===== src/logic/brut_pkg.sv =====
// constants and state types of the baud rate utility timer
package brut_pkg;
  localparam int unsigned DATA_W           = 8;
  localparam int unsigned PRE_W            = 2;
  localparam int unsigned CNT_W            = 8;
  // control register field positions
  localparam int unsigned CTL_RUN_BIT      = 7;
  localparam int unsigned CTL_IRQEN_BIT    = 2;
  localparam int unsigned CTL_PRE_LSB      = 0;
  // reset values
  localparam logic [7:0]  CTL_RESET        = 8'h00;
  localparam logic [7:0]  RELOAD_RESET     = 8'h00;
  localparam logic [1:0]  PRE_RESET        = 2'h0;
  localparam logic [7:0]  CNT_RESET        = 8'h00;
  // mclk is the oscillator; one machine state is two oscillator periods,
  // one timer count is two machine states
  localparam int unsigned OSC_PER_STATE    = 2;
  localparam int unsigned STATES_PER_COUNT = 2;
  localparam int unsigned CLK_PER_COUNT    = OSC_PER_STATE * STATES_PER_COUNT;
  localparam int unsigned DIV_W            = 2;
  localparam logic [1:0]  DIV_LAST         = 2'(CLK_PER_COUNT - 1);

  typedef struct packed {
    logic [1:0] div;
    logic       tick;
  } brut_div_s;

  typedef struct packed {
    logic [7:0] ctl;
    logic [7:0] reload;
    logic [1:0] pre;
    logic [7:0] cnt;
    logic       sclk;
    logic       flag;
    logic       expiry;
    logic       irq;
  } brut_state_s;
endpackage


===== src/logic/brut_tick_if.sv =====
// count tick carried from the clock divider to the timer core
`timescale 1ns/1ns
interface brut_tick_if;
  logic tick;
  modport src (output tick);
  modport dst (input tick);
endinterface


===== src/logic/brut_divider.sv =====
// divider that turns the oscillator clock into one count tick per two machine states
`timescale 1ns/1ns
module brut_divider (
  input  logic  mclk,
  input  logic  rst_n,
  brut_tick_if.src tk
);
  brut_pkg::brut_div_s st;
  brut_pkg::brut_div_s next_st;

  always_comb begin
    next_st      = st;
    next_st.tick = (st.div == brut_pkg::DIV_LAST);
    if (st.div == brut_pkg::DIV_LAST) begin
      next_st.div = '0;
    end else begin
      next_st.div = st.div + 2'h1;
    end
  end

  always_ff @(posedge mclk or negedge rst_n) begin
    if (!rst_n) begin
      st <= '0;
    end else begin
      st <= next_st;
    end
  end

  assign tk.tick = st.tick;
endmodule


===== src/logic/brut_timer.sv =====
// baud rate utility timer: prescaler, down-counter, bit clock halving and expiry flag
//
// Function
// - counts only on an internal tick every two machine states; no external clock
// - free running; new counter reload values take effect only when both pass zero together, new prescale bits at each prescaler zero
// - control bit 7 set runs the timer; cleared halts counting
// - 2-bit prescaler reloads from control bits 1:0; 8-bit counter from reload register
// - on passing zero together, prescaler and counter each reload from their own value
// - each expiry toggles a halving stage giving the 50 percent serial bit clock
// - asynchronous baud is one over 32 times (pr+1)(tr+1) machine states
// - isosynchronous and shift baud is one over 4 times (pr+1)(tr+1) states
// - every expiry sets the expiry flag; serial interrupt only when enable is set
// - serial soft reset leaves timer, flag and interrupt enable untouched
`timescale 1ns/1ns
module brut_timer (
  input  logic       mclk,
  input  logic       rst_n,
  input  logic       ctl_wr,
  input  logic       reload_wr,
  input  logic [7:0] wdata,
  input  logic       flag_clr,
  input  logic       serial_soft_reset,
  output logic [7:0] ctl_rdata,
  output logic [7:0] reload_rdata,
  output logic [7:0] count_rdata,
  output logic [1:0] prescale_rdata,
  output logic       timer_expiry_flag,
  output logic       timer_expiry,
  output logic       shared_serial_interrupt,
  output logic       sclk
);
  // ==========================================================
  // count tick
  brut_tick_if tk ();

  brut_divider brut_divider_i (
    .mclk  (mclk),
    .rst_n (rst_n),
    .tk    (tk)
  );

  // ==========================================================
  // timer state
  brut_pkg::brut_state_s st;
  brut_pkg::brut_state_s next_st;
  logic                  run;
  logic                  irq_en;
  logic [1:0]            prescale_reload_value;
  logic                  pass_zero;

  assign run                   = st.ctl[brut_pkg::CTL_RUN_BIT];
  assign irq_en                = st.ctl[brut_pkg::CTL_IRQEN_BIT];
  assign prescale_reload_value = st.ctl[brut_pkg::CTL_PRE_LSB +: brut_pkg::PRE_W];
  // both stages pass zero together on this tick
  assign pass_zero = tk.tick && run && (st.pre == 2'h0) && (st.cnt == 8'h00);

  always_comb begin
    next_st        = st;
    next_st.expiry = 1'b0;
    next_st.irq    = 1'b0;
    if (ctl_wr) begin
      next_st.ctl = wdata;
    end
    if (reload_wr) begin
      next_st.reload = wdata;
    end
    if (tk.tick && run) begin
      if (pass_zero) begin
        next_st.pre    = prescale_reload_value;
        next_st.cnt    = st.reload;
        next_st.expiry = 1'b1;
        next_st.irq    = irq_en;
        next_st.sclk   = ~st.sclk;
      end else if (st.pre == 2'h0) begin
        next_st.pre = prescale_reload_value;
        next_st.cnt = st.cnt - 8'h01;
      end else begin
        next_st.pre = st.pre - 2'h1;
      end
    end
    // set wins over clear
    if (flag_clr) begin
      next_st.flag = 1'b0;
    end
    if (pass_zero) begin
      next_st.flag = 1'b1;
    end
  end

  // serial_soft_reset is deliberately not a term here
  always_ff @(posedge mclk or negedge rst_n) begin
    if (!rst_n) begin
      st <= '{ctl: brut_pkg::CTL_RESET, reload: brut_pkg::RELOAD_RESET,
               pre: brut_pkg::PRE_RESET, cnt: brut_pkg::CNT_RESET,
               sclk: 1'b0, flag: 1'b0, expiry: 1'b0, irq: 1'b0};
    end else begin
      st <= next_st;
    end
  end

  // ==========================================================
  // outputs
  assign ctl_rdata               = st.ctl;
  assign reload_rdata            = st.reload;
  assign count_rdata             = st.cnt;
  assign prescale_rdata          = st.pre;
  assign timer_expiry_flag       = st.flag;
  assign timer_expiry            = st.expiry;
  assign shared_serial_interrupt = st.irq;
  assign sclk                    = st.sclk;
endmodule


===== config.mk =====
export PLATFORM = sky130hd
export DESIGN_NAME = brut_timer
export DESIGN_NICKNAME = d
export VERILOG_FILES = /design/src/logic/brut_pkg.sv /design/src/logic/brut_tick_if.sv /design/src/logic/brut_divider.sv /design/src/logic/brut_timer.sv
export SDC_FILE = /design/constraint.sdc
export NUM_CORES = 1
export LEC_CHECK = 0
export BUFFER_PORTS_ARGS = -buffer_cell sky130_fd_sc_hd__buf_2
export CAP_MARGIN = 20
export CORE_ASPECT_RATIO = 1.4
export CORE_MARGIN = 2
export CORE_UTILIZATION = 45
export CTS_BUF_LIST = sky130_fd_sc_hd__clkbuf_8
export CTS_CLUSTER_DIAMETER = 80
export DETAILED_ROUTE_END_ITERATION = 7
export PLACE_DENSITY = 0.8
export SETUP_SLACK_MARGIN = 0.05
export SYNTH_ARGS = -nofsm -noshare
export SYNTH_HDL_FRONTEND = slang
export SYNTH_SLANG_ARGS = --single-unit

===== constraint.sdc =====
create_clock -name mclk -period 3.15 [get_ports mclk]
set_input_delay 0.63 -clock mclk [delete_from_list [all_inputs] [get_ports mclk]]
set_output_delay 0.63 -clock mclk [all_outputs]
set_load 0.01 [all_outputs]

==> results.sh <==
export IMPL_setup_viol=0
export IMPL_layout_commonest_cell="buf_2"
export IMPL_grt_overflow=0
export IMPL_worstPathArrival_ps=2450
export IMPL_tns_ps=0
export IMPL_gr_usage_all_layers_pct=17.41
export IMPL_leakage_nw=0.8447
export IMPL_synth_edf_count=0
export IMPL_path_class="reg2reg"
export IMPL_status="finished, final reports clean"
export IMPL_fin_crit_ps=2268
export IMPL_worst_path_largest_cell_delay_ps=580
export IMPL_yosysTopAreaCell="dfrtp_1"
export IMPL_power_mw=1.386
export IMPL_ant_nets=0
export IMPL_clock_latency_ps=290
export IMPL_drtIter0Drc=20
export IMPL_fin_nets=170
export IMPL_slew_headroom_pct=53.41
export IMPL_ys_seq_area_share_pct=59.30
export IMPL_synth_cells=111
export IMPL_routabilityCongestion=0.7933
export IMPL_diodes=0
export IMPL_vias=1006
export IMPL_rows=23
export IMPL_start_util_pct=47.91
export IMPL_path_cells="nand4bb_1 -> or2_2 -> nor4_1 -> mux2_2"
export IMPL_syn_nets=127
export IMPL_hold_violations=0
export IMPL_clock_sinks=33
export IMPL_period_share_pct=72.02
export IMPL_die_area_um2=3562
export IMPL_ctsHoldBuffers=0
export IMPL_cts_tree="done"
export IMPL_cp_max_fo=14
export IMPL_wl_um=2763
export IMPL_clock_path_buffers=2
export IMPL_end_kind="register"
export IMPL_rsz0062_at_grt="no"
export IMPL_cpMaxStageDelayCell="nand4bb_1"
export IMPL_drc_errors=0
export IMPL_synth_top_cell_area_share_pct=59.30
export IMPL_clkTransAtPathRegs_ps=70
export IMPL_cts_resized=0
export IMPL_avgRoutedWirePerCell_um=14.39
export IMPL_area_growth_pct=25.34
export IMPL_synthFlopType="dfrtp_1"
export IMPL_fin_skew_ps=4.018
export IMPL_max_freq_ghz=0.4408
export IMPL_cts_root_buffer="clkbuf_8"
export IMPL_cts_htree_levels=2
export IMPL_yosys_top_cells_area="dfrtp_1 59%, mux2_2 14%, o21ai_0 2.9%"
export IMPL_synth_distinct_cells=30
export IMPL_hold_class="in2async"
export IMPL_maxCapViolations=0
export IMPL_async_flop_share_pct=100.0
export IMPL_worst_pin_slew_ps=698.9
export IMPL_setup_ws_ps=881.5
export IMPL_synth_area_um2=1393
export IMPL_syn_avg_cell_area_um2=12.55
export IMPL_ys_ff_latch=33
export IMPL_die_y_um=69.82
export IMPL_drive_gt1_share_pct=45.81
export IMPL_utilization_pct=60.05
export IMPL_port_buffers=42
export IMPL_nFillCells=250
export IMPL_first_global_vias=1006
export IMPL_grt_pass1_wl_um=4540
export IMPL_final_max_slew_viol_count=0
export IMPL_cts_buffers=5
export IMPL_peakVddDrop_mv=0.3516
export IMPL_place_hpwl_um=2056
export IMPL_cp_data_required_time_ps=3330
export IMPL_dr_pass1_iters=4
export IMPL_postCtsSetupRepairBufs=0
export IMPL_yosysWarnings=0
export IMPL_die_x_um=51.02
export IMPL_grt_max_degree=34
export IMPL_vias_per_cell=5.240
export IMPL_antenna_found_initial=0
export IMPL_core_um2=2907
export IMPL_floorplan_io_pins=44
export IMPL_layout_common_cells="42 x buf_2, 33 x dfrtp_1, 17 x mux2_2"
export IMPL_startpoint_type="register"
export IMPL_place_ws_ps=900.0
export IMPL_power_density_nw_per_um2=794.1
[power by group]
group | switching [mW] | total [mW] | internal [mW]
clock | 0.160 | 0.417 | 0.257
combinational | 0.196 | 0.361 | 0.165
sequential | 0.0994 | 0.608 | 0.509
total | 0.455 | 1.39 | 0.931
[cells in the mapped netlist (2+ instances only)]
library cell  instances
nor3_1                4
nor2_1                9
mux2_2               17
inv_1                 4
o21ai_0               8
dfrtp_1              33
a21o_1                3
clkbuf_1              4
nand2b_1              2
ha_1                  2
o31ai_1               4
nand2_1               3
[state kept, by name, indices dropped and copies added (netlist names)]
signal,flops
brut_divider_i.st,2
brut_divider_i.tk.tick,1
count_rdata,8
ctl_rdata,8
prescale_rdata,2
reload_rdata,8
sclk,1
shared_serial_interrupt,1
timer_expiry,1
timer_expiry_flag,1
[worst max-delay path: cells and delay by family (launching register included)]
family | cells | cell delay, ps
AND/OR/NAND/NOR | 3 | 1360
flip-flops | 1 | 420
multiplexers | 1 | 380
[routing by layer]
layer | track usage, % | wire, µm | vias up
li1 | - | - | 478
met1 | 18.12 | 1072 | 499
met2 | 29.00 | 1491 | 23
met3 | 7.974 | 148 | 6
met4 | 8.108 | 51 | 0
met5 | 0 | 0 | -
[path summary, 6_finish.rpt]
check / start / end / slack (ps) / depth (start not counted)
worst max-delay path: prescale_rdata[1]$_DFFE_PN0P_ / count_rdata[6]$_DFFE_PN0P_ / 880 / 4
worst min-delay path: rst_n / brut_divider_i.st[1]$_DFF_PN0_ / 380 / 1
worst max register to register: prescale_rdata[1]$_DFFE_PN0P_ / count_rdata[6]$_DFFE_PN0P_ / 880 / 4
worst min register to register: brut_divider_i.st[1]$_DFF_PN0_ / brut_divider_i.st[1]$_DFF_PN0_ / 440 / 1
max in group asynchronous: rst_n / count_rdata[0]$_DFFE_PN0P_ / 2320 / 1
min in group mclk: brut_divider_i.st[1]$_DFF_PN0_ / brut_divider_i.st[1]$_DFF_PN0_ / 440 / 1
[stage by stage]
stage | area, µm² | std cells | hold WS, ps
after floorplan | 1393 | 111 | 334.4
after global placement | 1625 | 184 | 413.5
after detailed placement | 1625 | 184 | 439.5
after CTS | 1745 | 192 | 407.7
after global routing | 1745 | 192 | 433.3
final | 1745 | 192 | 380.6
[final cells by class]
class                      count  area, µm²  share of cell area, %
timing repair buffer          42      210.2                  12.04
clock inverter                 2      37.54                  2.151
clock buffer                   6      82.58                  4.731
multi-input combinational     68      528.0                  30.25
sequential                    33      825.8                  47.31
tap                           37      46.29                  2.652
inverter                       4      15.01                 0.8602
[cell families (layout without fill, tap and decap cells)]
| family | after synthesis | after routing | synth area share (%) |
|---|---|---|---|
| mux | 18 | 18 | 14.47 |
| xor+xnor | 1 | 1 | 0.6290 |
| compound gates | 19 | 19 | 8.805 |
| flops | 33 | 33 | 59.30 |
| buf+inv | 10 | 54 | 2.784 |
| fa+ha+maj | 2 | 2 | 1.797 |
| simple gates | 28 | 28 | 12.22 |
Note: power is estimated with default switching activity, not from simulation.
